File: config.mk
export PLATFORM = sky130hd
export DESIGN_NAME = alsb_top
export DESIGN_NICKNAME = d
export VERILOG_FILES = /design/src/alsb_pkg.sv /design/src/alsb_top.sv
export SDC_FILE = /design/constraint.sdc
export NUM_CORES = 1
export LEC_CHECK = 0
export BUFFER_PORTS_ARGS = -buffer_cell sky130_fd_sc_hd__buf_2
export CORE_ASPECT_RATIO = 0.8
export CORE_MARGIN = 3
export CORE_UTILIZATION = 50
export CTS_CLUSTER_SIZE = 40
export DETAILED_ROUTE_END_ITERATION = 8
export PLACE_DENSITY = 0.75
export SYNTH_ARGS = -nofsm -noshare
export SYNTH_HDL_FRONTEND = slang
export SYNTH_SLANG_ARGS = --single-unit
File: constraint.sdc
create_clock -name clk_sys -period 5.3 [get_ports clk_sys]
set_clock_uncertainty 0.05 [all_clocks]
set_input_delay 1.06 -clock clk_sys [delete_from_list [all_inputs] [get_ports clk_sys]]
set_output_delay 1.06 -clock clk_sys [all_outputs]
set_load 0.05 [all_outputs]
File: src/alsb_pkg.sv
// Constants and types for the conversion logging status bank
// How it works
// Method monitor: 0 automatic, 1 trigger; 0 if logging disabled.
// Condition monitor: external input enabled 1, else 0; 0 if disabled.
// External input monitor shows selected block 0H to BH while running.
// External input monitor is 0 if logging or external input disabled.
// Storage monitor: 0 stopped, 1 filling A half, 2 filling B half.
// Separate done flags for A half and B half, 1 meaning completed.
// Automatic switching sets a half's flag once that half is full.
// Trigger switching sets a done flag at every half change.
// Host writes 0 to a done flag after copying that half out.
// Every done flag starts at 0.
// Each logging execution adds 1 to the counter of the active half.
// Automatic switching loads 1 on first execution after a half change.
// Counters clear when hardware logic control starts.
// Both counters clear on a 0-to-1 change of the restart request.
// Trigger switching clears the counter at every half change.
// Restart request 0-to-1 restarts logging at the first A half location.
// Any method setting other than 0 counts as trigger switching.
// Two identical independent instances, nothing shared between them; the code shares irq_stat, irq_mask and the irq output.
package alsb_pkg;

    localparam int NUM_INST = 2;
    localparam int HALF_DEPTH = 4096;
    localparam int APB_AW = 12;

    // Register indices; byte address is four times the index
    localparam logic [9:0] IDX_METHOD_MON_1 = 10'h0AE;
    localparam logic [9:0] IDX_COND_MON_1 = 10'h0AF;
    localparam logic [9:0] IDX_EXT_MON_1 = 10'h0B0;
    localparam logic [9:0] IDX_METHOD_MON_2 = 10'h0B8;
    localparam logic [9:0] IDX_COND_MON_2 = 10'h0B9;
    localparam logic [9:0] IDX_EXT_MON_2 = 10'h0BA;
    localparam logic [9:0] IDX_HALF_MON_1 = 10'h0BE;
    localparam logic [9:0] IDX_DONE_A_1 = 10'h0BF;
    localparam logic [9:0] IDX_DONE_B_1 = 10'h0C0;
    localparam logic [9:0] IDX_COUNT_A_1 = 10'h0C1;
    localparam logic [9:0] IDX_COUNT_B_1 = 10'h0C2;
    localparam logic [9:0] IDX_RESTART_1 = 10'h0C3;
    localparam logic [9:0] IDX_HALF_MON_2 = 10'h0C8;
    localparam logic [9:0] IDX_DONE_A_2 = 10'h0C9;
    localparam logic [9:0] IDX_DONE_B_2 = 10'h0CA;
    localparam logic [9:0] IDX_COUNT_A_2 = 10'h0CB;
    localparam logic [9:0] IDX_COUNT_B_2 = 10'h0CC;
    localparam logic [9:0] IDX_RESTART_2 = 10'h0CD;
    localparam logic [9:0] IDX_IRQ_STATUS = 10'h0D0;
    localparam logic [9:0] IDX_IRQ_MASK = 10'h0D1;

    // Interrupt bit layout: bit 2*i is A done, bit 2*i+1 is B done
    localparam int IRQ_W = 4;

    // Monitor encodings and reset values
    localparam logic [15:0] MON_STOPPED = 16'h0000;
    localparam logic [15:0] MON_HALF_A = 16'h0001;
    localparam logic [15:0] MON_HALF_B = 16'h0002;
    localparam logic [15:0] EXT_MAX = 16'h000B;
    localparam logic [15:0] RESTART_ASK = 16'h0001;
    localparam logic [15:0] CNT_RESET = 16'h0000;
    localparam logic [15:0] CNT_FIRST = 16'h0001;
    localparam logic FLAG_RESET = 1'b0;

    typedef enum logic [1:0] {
        ALSB_STOPPED,
        ALSB_HALF_A,
        ALSB_HALF_B
    } alsb_half_t;

    // Per-instance settings coming from the logging setup logic
    typedef struct packed {
        logic enable;
        logic [15:0] method;
        logic [15:0] condition;
        logic [15:0] ext_select;
    } alsb_setup_t;

    // Per-instance state
    typedef struct packed {
        alsb_half_t half;
        logic first;
        logic [15:0] cnt_a;
        logic [15:0] cnt_b;
        logic done_a;
        logic done_b;
        logic [15:0] restart;
    } alsb_inst_t;

    typedef struct packed {
        alsb_inst_t [NUM_INST-1:0] inst;
        logic run_prev;
        logic [11:0] ext_s1;
        logic [11:0] ext_s2;
        logic [11:0] ext_prev;
        logic [IRQ_W-1:0] irq_stat;
        logic [IRQ_W-1:0] irq_mask;
        logic irq;
        logic pready;
        logic pslverr;
        logic [31:0] prdata;
    } alsb_state_t;

endpackage

File: src/alsb_top.sv
// APB status bank for two conversion value logging instances
`timescale 1ns/1ps
module alsb_top #(
    parameter int HALF_DEPTH = alsb_pkg::HALF_DEPTH
) (
    // Clock and reset
    input wire logic clk_sys,
    input wire logic rst_n,
    // APB slave
    input wire logic psel,
    input wire logic penable,
    input wire logic pwrite,
    input wire logic [alsb_pkg::APB_AW-1:0] paddr,
    input wire logic [31:0] pwdata,
    input wire logic [3:0] pstrb,
    output logic [31:0] prdata,
    output logic pready,
    output logic pslverr,
    // Logging control
    input wire logic ctrl_run,
    input wire alsb_pkg::alsb_setup_t [alsb_pkg::NUM_INST-1:0] setup,
    input wire logic [alsb_pkg::NUM_INST-1:0] log_exec,
    input wire logic [alsb_pkg::NUM_INST-1:0] switch_request,
    // External input blocks, asynchronous pins
    input wire logic [11:0] ext_in,
    // Interrupt
    output logic irq
);

    alsb_pkg::alsb_state_t s_r;
    alsb_pkg::alsb_state_t s_nxt;
    localparam int IRQ_W_L = alsb_pkg::IRQ_W;

    // Trigger switching when method is anything but 0
    function automatic logic is_trigger(input logic [15:0] m);
        return m != 16'h0000;
    endfunction

    // Out-of-range block numbers fall back to command switching
    function automatic logic ext_used(input alsb_pkg::alsb_setup_t st);
        return st.condition != 16'h0000 && st.ext_select <= alsb_pkg::EXT_MAX;
    endfunction

    function automatic logic [15:0] method_mon(input alsb_pkg::alsb_setup_t st,
                                               input logic run);
        return (run && st.enable && is_trigger(st.method)) ?
               16'h0001 : 16'h0000;
    endfunction

    function automatic logic [15:0] cond_mon(input alsb_pkg::alsb_setup_t st,
                                             input logic run);
        return (run && st.enable && ext_used(st)) ?
               16'h0001 : 16'h0000;
    endfunction

    function automatic logic [15:0] ext_mon(input alsb_pkg::alsb_setup_t st,
                                            input logic run);
        return (run && st.enable && ext_used(st)) ?
               st.ext_select : 16'h0000;
    endfunction

    function automatic logic [15:0] half_mon(input alsb_pkg::alsb_half_t h);
        logic [15:0] v;
        v = alsb_pkg::MON_STOPPED;
        if (h == alsb_pkg::ALSB_HALF_A) begin
            v = alsb_pkg::MON_HALF_A;
        end else if (h == alsb_pkg::ALSB_HALF_B) begin
            v = alsb_pkg::MON_HALF_B;
        end
        return v;
    endfunction

    function automatic logic [9:0] word_index(input logic [11:0] a);
        return a[11:2];
    endfunction

    logic [9:0] idx;
    logic acc_done;
    logic wr_go;
    logic rd_hit;
    logic [15:0] rd_word;
    logic [alsb_pkg::NUM_INST-1:0] wr_done_a;
    logic [alsb_pkg::NUM_INST-1:0] wr_done_b;
    logic [alsb_pkg::NUM_INST-1:0] wr_restart;
    logic wr_stat;
    logic wr_mask;
    logic run_start;

    assign idx = word_index(paddr);
    // Access completes on the edge where the registered ready is seen
    assign acc_done = psel && penable && s_r.pready;
    assign wr_go = acc_done && pwrite && pstrb[0] && pstrb[1];
    assign run_start = ctrl_run && !s_r.run_prev;

    // Read decode
    always_comb begin
        rd_hit = 1'b1;
        rd_word = 16'h0000;
        unique case (idx)
            alsb_pkg::IDX_METHOD_MON_1:
                rd_word = method_mon(setup[0], ctrl_run);
            alsb_pkg::IDX_COND_MON_1: rd_word = cond_mon(setup[0], ctrl_run);
            alsb_pkg::IDX_EXT_MON_1: rd_word = ext_mon(setup[0], ctrl_run);
            alsb_pkg::IDX_METHOD_MON_2:
                rd_word = method_mon(setup[1], ctrl_run);
            alsb_pkg::IDX_COND_MON_2: rd_word = cond_mon(setup[1], ctrl_run);
            alsb_pkg::IDX_EXT_MON_2: rd_word = ext_mon(setup[1], ctrl_run);
            alsb_pkg::IDX_HALF_MON_1: rd_word = half_mon(s_r.inst[0].half);
            alsb_pkg::IDX_DONE_A_1: rd_word = {15'h0000, s_r.inst[0].done_a};
            alsb_pkg::IDX_DONE_B_1: rd_word = {15'h0000, s_r.inst[0].done_b};
            alsb_pkg::IDX_COUNT_A_1: rd_word = s_r.inst[0].cnt_a;
            alsb_pkg::IDX_COUNT_B_1: rd_word = s_r.inst[0].cnt_b;
            alsb_pkg::IDX_RESTART_1: rd_word = s_r.inst[0].restart;
            alsb_pkg::IDX_HALF_MON_2: rd_word = half_mon(s_r.inst[1].half);
            alsb_pkg::IDX_DONE_A_2: rd_word = {15'h0000, s_r.inst[1].done_a};
            alsb_pkg::IDX_DONE_B_2: rd_word = {15'h0000, s_r.inst[1].done_b};
            alsb_pkg::IDX_COUNT_A_2: rd_word = s_r.inst[1].cnt_a;
            alsb_pkg::IDX_COUNT_B_2: rd_word = s_r.inst[1].cnt_b;
            alsb_pkg::IDX_RESTART_2: rd_word = s_r.inst[1].restart;
            alsb_pkg::IDX_IRQ_STATUS: rd_word = {12'h000, s_r.irq_stat};
            alsb_pkg::IDX_IRQ_MASK: rd_word = {12'h000, s_r.irq_mask};
            default: rd_hit = 1'b0;
        endcase
    end

    // Write decode
    always_comb begin
        wr_done_a = '0;
        wr_done_b = '0;
        wr_restart = '0;
        wr_stat = 1'b0;
        wr_mask = 1'b0;
        if (wr_go) begin
            wr_done_a[0] = idx == alsb_pkg::IDX_DONE_A_1;
            wr_done_b[0] = idx == alsb_pkg::IDX_DONE_B_1;
            wr_restart[0] = idx == alsb_pkg::IDX_RESTART_1;
            wr_done_a[1] = idx == alsb_pkg::IDX_DONE_A_2;
            wr_done_b[1] = idx == alsb_pkg::IDX_DONE_B_2;
            wr_restart[1] = idx == alsb_pkg::IDX_RESTART_2;
            wr_stat = idx == alsb_pkg::IDX_IRQ_STATUS;
            wr_mask = idx == alsb_pkg::IDX_IRQ_MASK;
        end
    end

    always_comb begin
        logic trig;
        logic sw;
        logic full;
        logic restart_edge;
        logic set_a;
        logic set_b;
        logic [15:0] new_req;
        logic [3:0] sel;
        logic [IRQ_W_L-1:0] ev;
        trig = 1'b0;
        sw = 1'b0;
        full = 1'b0;
        restart_edge = 1'b0;
        set_a = 1'b0;
        set_b = 1'b0;
        new_req = 16'h0000;
        sel = 4'h0;
        ev = '0;
        s_nxt = s_r;

        s_nxt.run_prev = ctrl_run;
        s_nxt.ext_s1 = ext_in;
        s_nxt.ext_s2 = s_r.ext_s1;
        s_nxt.ext_prev = s_r.ext_s2;

        for (int i = 0; i < alsb_pkg::NUM_INST; i++) begin
            trig = is_trigger(setup[i].method);
            sel = setup[i].ext_select[3:0];
            set_a = 1'b0;
            set_b = 1'b0;
            // Switch source: external block rising edge or the command pulse
            if (ext_used(setup[i])) begin
                sw = s_r.ext_s2[sel] && !s_r.ext_prev[sel];
            end else begin
                sw = switch_request[i];
            end
            new_req = wr_restart[i] ? pwdata[15:0] : s_r.inst[i].restart;
            restart_edge = wr_restart[i] && s_r.inst[i].restart == 16'h0000
                           && new_req == alsb_pkg::RESTART_ASK;
            s_nxt.inst[i].restart = new_req;

            if (!ctrl_run) begin
                s_nxt.inst[i].half = alsb_pkg::ALSB_STOPPED;
            end else if (run_start || restart_edge) begin
                s_nxt.inst[i].half = alsb_pkg::ALSB_HALF_A;
                s_nxt.inst[i].first = 1'b0;
                s_nxt.inst[i].cnt_a = alsb_pkg::CNT_RESET;
                s_nxt.inst[i].cnt_b = alsb_pkg::CNT_RESET;
            end else if (setup[i].enable) begin
                if (trig && sw) begin
                    // Trigger mode: leave the current half and mark it done
                    if (s_r.inst[i].half == alsb_pkg::ALSB_HALF_A) begin
                        s_nxt.inst[i].half = alsb_pkg::ALSB_HALF_B;
                        s_nxt.inst[i].cnt_b = alsb_pkg::CNT_RESET;
                        set_a = 1'b1;
                    end else begin
                        s_nxt.inst[i].half = alsb_pkg::ALSB_HALF_A;
                        s_nxt.inst[i].cnt_a = alsb_pkg::CNT_RESET;
                        set_b = 1'b1;
                    end
                end else if (log_exec[i]) begin
                    if (s_r.inst[i].half == alsb_pkg::ALSB_HALF_A) begin
                        if (s_r.inst[i].first) begin
                            s_nxt.inst[i].cnt_a = alsb_pkg::CNT_FIRST;
                        end else begin
                            s_nxt.inst[i].cnt_a = s_r.inst[i].cnt_a + 16'h0001;
                        end
                        full = s_nxt.inst[i].cnt_a
                               == 16'(HALF_DEPTH);
                    end else begin
                        if (s_r.inst[i].first) begin
                            s_nxt.inst[i].cnt_b = alsb_pkg::CNT_FIRST;
                        end else begin
                            s_nxt.inst[i].cnt_b = s_r.inst[i].cnt_b + 16'h0001;
                        end
                        full = s_nxt.inst[i].cnt_b
                               == 16'(HALF_DEPTH);
                    end
                    s_nxt.inst[i].first = 1'b0;
                    // Trigger mode stays in the half at the half size; later executions count on past it
                    if (trig && full) begin
                        s_nxt.inst[i].cnt_a = s_r.inst[i].cnt_a;
                        s_nxt.inst[i].cnt_b = s_r.inst[i].cnt_b;
                        if (s_r.inst[i].half == alsb_pkg::ALSB_HALF_A) begin
                            s_nxt.inst[i].cnt_a = 16'(HALF_DEPTH);
                        end else begin
                            s_nxt.inst[i].cnt_b = 16'(HALF_DEPTH);
                        end
                    end else if (!trig && full) begin
                        s_nxt.inst[i].first = 1'b1;
                        if (s_r.inst[i].half == alsb_pkg::ALSB_HALF_A) begin
                            s_nxt.inst[i].half = alsb_pkg::ALSB_HALF_B;
                            set_a = 1'b1;
                        end else begin
                            s_nxt.inst[i].half = alsb_pkg::ALSB_HALF_A;
                            set_b = 1'b1;
                        end
                    end
                end
            end

            // Host clears with 0; a completion in the same cycle wins
            if (wr_done_a[i]) begin
                s_nxt.inst[i].done_a = pwdata[0];
            end
            if (wr_done_b[i]) begin
                s_nxt.inst[i].done_b = pwdata[0];
            end
            if (set_a) begin
                s_nxt.inst[i].done_a = 1'b1;
            end
            if (set_b) begin
                s_nxt.inst[i].done_b = 1'b1;
            end
            ev[2*i] = set_a;
            ev[2*i+1] = set_b;
        end

        // Sticky status, write one to clear, new events win
        if (wr_stat) begin
            s_nxt.irq_stat = s_r.irq_stat & ~pwdata[IRQ_W_L-1:0];
        end
        s_nxt.irq_stat = s_nxt.irq_stat | ev;
        if (wr_mask) begin
            s_nxt.irq_mask = pwdata[IRQ_W_L-1:0];
        end
        s_nxt.irq = |(s_nxt.irq_stat & s_nxt.irq_mask);

        // One wait state: ready rises on the second access cycle
        s_nxt.pready = psel && penable && !s_r.pready;
        s_nxt.pslverr = psel && penable && !s_r.pready && !rd_hit;
        s_nxt.prdata = (psel && penable && !s_r.pready && !pwrite) ?
                       {16'h0000, rd_word} : 32'h0000_0000;
    end

    always_ff @(posedge clk_sys) begin
        if (!rst_n) begin
            s_r <= '0;
            for (int i = 0; i < alsb_pkg::NUM_INST; i++) begin
                s_r.inst[i].done_a <= alsb_pkg::FLAG_RESET;
                s_r.inst[i].done_b <= alsb_pkg::FLAG_RESET;
                s_r.inst[i].half <= alsb_pkg::ALSB_STOPPED;
            end
        end else begin
            s_r <= s_nxt;
        end
    end

    assign prdata = s_r.prdata;
    assign pready = s_r.pready;
    assign pslverr = s_r.pslverr;
    assign irq = s_r.irq;

endmodule // alsb_top

**Yosys cells after proc, flatten, opt, wreduce, memory -nomap -nowiden**

Cells that the tools add are included.

- Memories: 0
- Output and inout port bits: 35
- Bits in writable memories: 0
- Memory bits (read-only): 0
- Register bits after elaboration: 186
- Bits in latches: 0
- Input port bits: 168

- Multipliers: 0
- Reduce and logical (&&, ||, !) cells: 79
- Shifts and indexed selects: 0
- Bitwise gates (word level): 6
- Add/subtract/negate cells: 4
- $lt $le $gt $ge: 4
- Equal/unequal tests: 42
- Div/mod/pow operators: 0
- Mux-type cells: 143

Operators with widths:

| cell | count |
|---|---|
| 16-bit two-way mux | 44 |
| 16-bit case mux with 20 select lines | 1 |
| 10-bit by 8-bit equality test with 1-bit output, second input constant | 20 |
| 34-bit two-way mux | 4 |
| 32-bit two-way mux | 4 |
| 35-bit two-way mux | 2 |
| 1-bit two-way mux | 67 |
| 16-bit by 1-bit adder with 16-bit output, second input constant | 4 |
| 16-bit by 13-bit equality test with 1-bit output, second input constant | 4 |
| 16-bit nonzero test | 4 |
| 16-bit by 1-bit equality test with 1-bit output, second input constant | 2 |
| 16-bit by 4-bit <= comparator with 1-bit output, second input constant | 2 |
| 16-bit zero test | 2 |
| 1-bit logical AND | 29 |
| 4-bit AND reduction | 6 |
| 2-bit nonzero test | 12 |
| 2-bit two-way mux | 11 |
| 5-bit AND reduction | 4 |
| 20-bit OR reduction | 1 |
| 3-bit != test, second input constant | 6 |
| 3-bit nonzero test | 6 |
| 1-bit binary-select mux with 4-bit select | 4 |
| 3-bit two-way mux | 4 |
| 4-bit by 5-bit < comparator with 1-bit output, second input constant | 2 |
| other kinds (14) | 33 |

**Longest topological paths before layout**

- Depth in word-level cells: 30
- Depth in mapped cells: 13
- Gate-level depth less buffers: 10

**Worst setup path before layout**

Ideal clock, no wire load.

- Path kind: input-to-reg
- Start point: input port setup[49] in the netlist's numbering
- End point: register s_r[166] in the netlist's numbering
- Path slack: 1.591 ns
- Arrival: 3.537 ns
- Stages on the path: 10
- Required time: 5.128 ns
- Cells stage by stage: buf_2 > or4b_2 > o311ai_0 > a21oi_1 > nor4_1 > mux2_2 > o31ai_4 > nor3_4 > and3_1 > a221o_1

- Word-level cells in the longest chain between the ends: 9
- Elaborated cells on any way between the ends: 17
- Classes of those cells: order compare (1); eq/ne (2); mux (8); reduce/logical (6)

Ends and longest elaborated chain:

| element | RTL line | source |
|---|---|---|
| start, declared | alsb_top.sv:21 | `input wire alsb_pkg::alsb_setup_t [alsb_pkg::NUM_INST-1:0] setup,` |
| parallel branches: the longest is 4 deep, another holds 16-bit by 4-bit <= comparator with 1-bit output | - |  |
| 1-bit two-way mux (*) | alsb_top.sv:177 | `if (ext_used(setup[i])) begin` |
| 1-bit logical AND (*) | alsb_top.sv:195 | `if (trig && sw) begin` |
| 32-bit two-way mux | alsb_top.sv:195 |  |
| 34-bit two-way mux | alsb_top.sv:194 | `end else if (setup[i].enable) begin` |
| 34-bit two-way mux | alsb_top.sv:189 | `end else if (run_start \|\| restart_edge) begin` |
| end signal, assigned | alsb_top.sv:290 | `s_r <= s_nxt;` |
| end, declared | alsb_top.sv:30 | `alsb_pkg::alsb_state_t s_r;` |

Mark *: on every way between the ends. The select of a mux whose other input is x is not followed.
A chain may end at the register's enable or synchronous reset.

**Worst setup path in the final report**

- Start point: register s_r[167] in the netlist's numbering
- End point: register s_r[166] in the netlist's numbering

- Word-level cells in the longest chain between the ends: 21

Ends and longest elaborated chain:

| element | RTL line | source |
|---|---|---|
| 16-bit by 1-bit adder with 16-bit output | alsb_top.sv:211 | `s_nxt.inst[i].cnt_a = s_r.inst[i].cnt_a + 16'h0001;` |
| 16-bit two-way mux | alsb_top.sv:208 | `if (s_r.inst[i].first) begin` |
| 16-bit two-way mux | alsb_top.sv:207 | `if (s_r.inst[i].half == alsb_pkg::ALSB_HALF_A) begin` |
| 16-bit two-way mux | alsb_top.sv:206 | `end else if (log_exec[i]) begin` |
| 16-bit two-way mux | alsb_top.sv:195 |  |
| 16-bit two-way mux | alsb_top.sv:194 |  |
| 16-bit two-way mux | alsb_top.sv:189 |  |
| 16-bit two-way mux | alsb_top.sv:187 | `if (!ctrl_run) begin` |
| [... 5 more ...] | - |  |
| 1-bit two-way mux | alsb_top.sv:189 |  |
| 1-bit two-way mux | alsb_top.sv:187 |  |
| 1-bit logical AND | alsb_top.sv:226 | `if (trig && full) begin` |
| 32-bit two-way mux | alsb_top.sv:226 |  |
| 35-bit two-way mux | alsb_top.sv:206 |  |
| 32-bit two-way mux | alsb_top.sv:195 |  |
| 34-bit two-way mux | alsb_top.sv:194 |  |
| 34-bit two-way mux | alsb_top.sv:189 |  |

No other way between the ends. The select of a mux whose other input is x is not followed.

==> key figures <==
Floorplanning
  – # rows: 45
  – Core area: 19260 sq um
  – Die width: around 160 um
  – Die ar.: ~22000 sq um
  – Starting Density: 51.79%
  – IO Pins: 203
  – Die height: 132.3 um

Power and ir drop
  – Pwr Density: 249.4 nW/um^2
  – Maximum vdd ir drop: approximately 0.23 mV
  – Leak pwr: approximately 4.0 nW
  – Final Power: 2.807 mW

STA
  – Min Tclk post-route: 4.218 ns
  – Pins over their slew limit: 0
  – Setup_tns: 0 ns
  – Final hold violation count: 0
  – Fmax: 0.2371 GHz
  – RSZ-0062 raised after global routing: no
  – Worst-Margin Slew: 1.188 ns
  – # setup viols final: 0
  – Slew HR: 20.50%
  – Part of the cycle the worst path needs: ~80%

Global route
  – First-pass GRT wire length: 49960 um
  – Initial antenna violation count: 2
  – GRT Total Usage: 28.98%
  – Vias in the first global route: 9182
  – Remaining Overflow, GRT: 0
  – Largest net degree at the start of global routing: 45

Routing
  – Total wire length: 32020 um
  – Via density: 6.327
  – Vias: 10280
  – DR WL/cell: 19.70 um
  – Drt first pass iters: 8
  – Drt initial violations: 1388
  – Final ANT Viol Nets: 0
  – Residual DRC: 0

Layout
  – Share of cells above drive strength 1: a little under a fifth
  – Post-layout util: between 50 and 60%
  – Nets: 1525
  – Finished Layout Cells: 1625
  – Area Growth Syn to Fin: 12.90%
  – Final instance area: 11260 sq um

Placement
  – GP Congestion: 0.9628
  – Post-DP Area: 10670 sq um
  – Inst Count DP: 1592
  – Port-buffer cells: 166
  – Dpl hpwl: 23760 um

Clock network
  – Clock Latency Late Sink: between 0.4 and 0.5 ns
  – Clock Pin Slew Worst Setup and Hold Paths: 0.07 ns
  – Post-CTS Resized: 0
  – # H-tree levels: 4
  – Clock buffer depth: 2
  – Clock sink total: 170
  – Post-CTS setup buffers: 0
  – CTS Buf Count: 17
  – CTS tree: yes
  – Cts hold-fix bufs: 0
  – Root Buffer: clkbuf_16

Synthesis
  – Dominant cell type by area after synthesis: dfxtp_1
  – Synth top cells by count: 170 x dfxtp_1, 158 x nand2_1, 80 x a21oi_1, 69 x nor2_1, 54 x nor4_1
  – Mapped cell area: 9972 sq um
  – Avg Cell Area, Syn: roughly 7.9 sq um
  – Seq/Total Area, Yosys: about a third
  – Distinct cell type count after synthesis: 93
  – Count leader, synth: dfxtp_1
  – Synth top area cells: dfxtp_1 34%, nand2_1 5.9%, a21oi_1 4.0%
  – Number of synthesized flops with an enable pin: 0
  – Syn Inst Count: 1255
  – Top FF cell, synth: dfxtp_1
  – Ys async rst share: 0%
  – Yosys reg bits: 170
  – Yosys Warn Count: 0
  – Post-synth top area share: 34.13%

Setup path
  – Critical Path RT: 5.58 ns
  – Critical Path AT: approximately 4.5 ns
  – Worst R2R End: s_r[166]
  – Setup crit end kind: flop
  – CP Max Fanout: 14
  – CP startpoint kind: flop
  – Path depth of the worst reg2reg path: 9
  – R2r setup slk: 1.08 ns
  – CP Class: flop to flop
  – Crit Reg-Reg Startpoint: s_r[167]

Worst hold path
  – Hold Path Cell Cnt: 1
  – Hold crit path type: flop to flop
  – Hold_sp: s_nxt[59]
  – Worst hold endpoint: s_nxt[47]

Flow run
  – Max cap viols: 0

Outcome
  – Status: finished clean
## placed cells by master, fill, tap and decap left out, types with 7 or more instances in the layout
cell type,netlist,routed
nor3b_1,12,12
nand3_1,49,49
xnor2_1,13,13
buf_4,33,13
nor4_1,54,54
a31oi_1,31,31
nand2b_1,8,8
and3_1,13,13
clkbuf_16,0,17
nand4b_1,12,12
dfxtp_1,170,170
mux2_2,9,9
a21oi_1,80,80
and2_1,40,40
o21ai_1,7,7
o21ai_0,31,31
xor2_1,14,14
nor2b_1,16,16
and4_1,9,9
a22oi_1,49,49
or3_1,16,16
or4_1,14,14
nor2_1,69,69
o21a_1,11,11
conb_1,1,16
nand2_1,158,158
nor3_1,35,35
buf_2,24,166
nand4_1,29,29
mux2i_1,24,24
inv_1,31,31
## how the worst max path moves through the flow
stage / start / slack (ns) / endpoint
after floorplan: setup[49] / 1.59 / s_r[166]
final: s_r[167] / 1.08 / s_r[166]
after global placement: setup[55] / 1.01 / s_r[167]
after CTS: s_r[167] / 1.17 / s_r[166]
after global routing: s_r[167] / 0.86 / s_r[166]
after detailed placement: setup[55] / 0.95 / s_r[167]
## flip-flops by register name, indices dropped and copies added, names as in the netlist
signal	flops
s_nxt	24
pready	1
s_r	127
prdata	16
pslverr	1
irq	1
## worst max-delay path: stages (launching register included)
cell,delay (ns)
dfxtp_1,0.58
ha_1,0.46
nand4_1,0.27
nor4_1,0.31
mux2_2,0.39
nor4_1,0.29
o32ai_1,0.21
o21ai_2,0.67
nor2_1,0.44
a221o_1,0.45
## power by group
part	internal (mW)	switching [mW]	leakage, nW
clock	0.632	0.613	0.288
sequential	1.29	0.0101	1.38
combinational	0.0884	0.172	2.34
## routing by layer
metal | global-route usage [%] | wire, um | vias up | part of all wire (%)
met2 | 41.75 | 13730 | 570 | 43
met1 | 42.22 | 14120 | 4820 | 44
met3 | 8.637 | 3436 | 67 | 11
li1 | - | - | 4821 | -
met4 | 7.327 | 710 | 4 | 2.2
met5 | 0 | 24 | - | 0.075
## area by class of cell
| cell class | count | area, sq um |
|---|---|---|
| Timing Repair Buffer | 179 | 928.4 |
| Clock buffer | 18 | 429.2 |
| Fill cell | 1752 | 7998 |
| Clock inverter | 14 | 156.4 |
| Inverter | 33 | 123.9 |
| Antenna cell | 1 | 2.502 |
| Tap cell | 258 | 322.8 |
| Sequential cell | 170 | 3403 |
| Multi-Input combinational cell | 952 | 5892 |
## logic make-up after synthesis
| group | after synthesis | share of synthesized area (%) |
|---|---|---|
| AOI/OAI and AO/OA | 293 | 20.00 |
| xor gates and xnor gates | 27 | 2.371 |
| adders and majority gates | 4 | 0.5019 |
| buffers and inverters | 148 | 7.352 |
| DFF | 170 | 34.13 |
| muxes | 34 | 3.538 |
| other | 1 | 0.03761 |
| and+or+nand+nor | 578 | 32.07 |
## stage by stage
stage | hold WS (ns) | setup WS [ns]
after detailed placement | 0.3706 | 0.9539
after CTS | 0.3880 | 1.170
after global placement | 0.3630 | 1.010
after floorplan | 0.3619 | 1.591
final | 0.3830 | 1.082
after global routing | 0.4038 | 0.8597
Note: power is estimated with default switching activity, not from simulation.
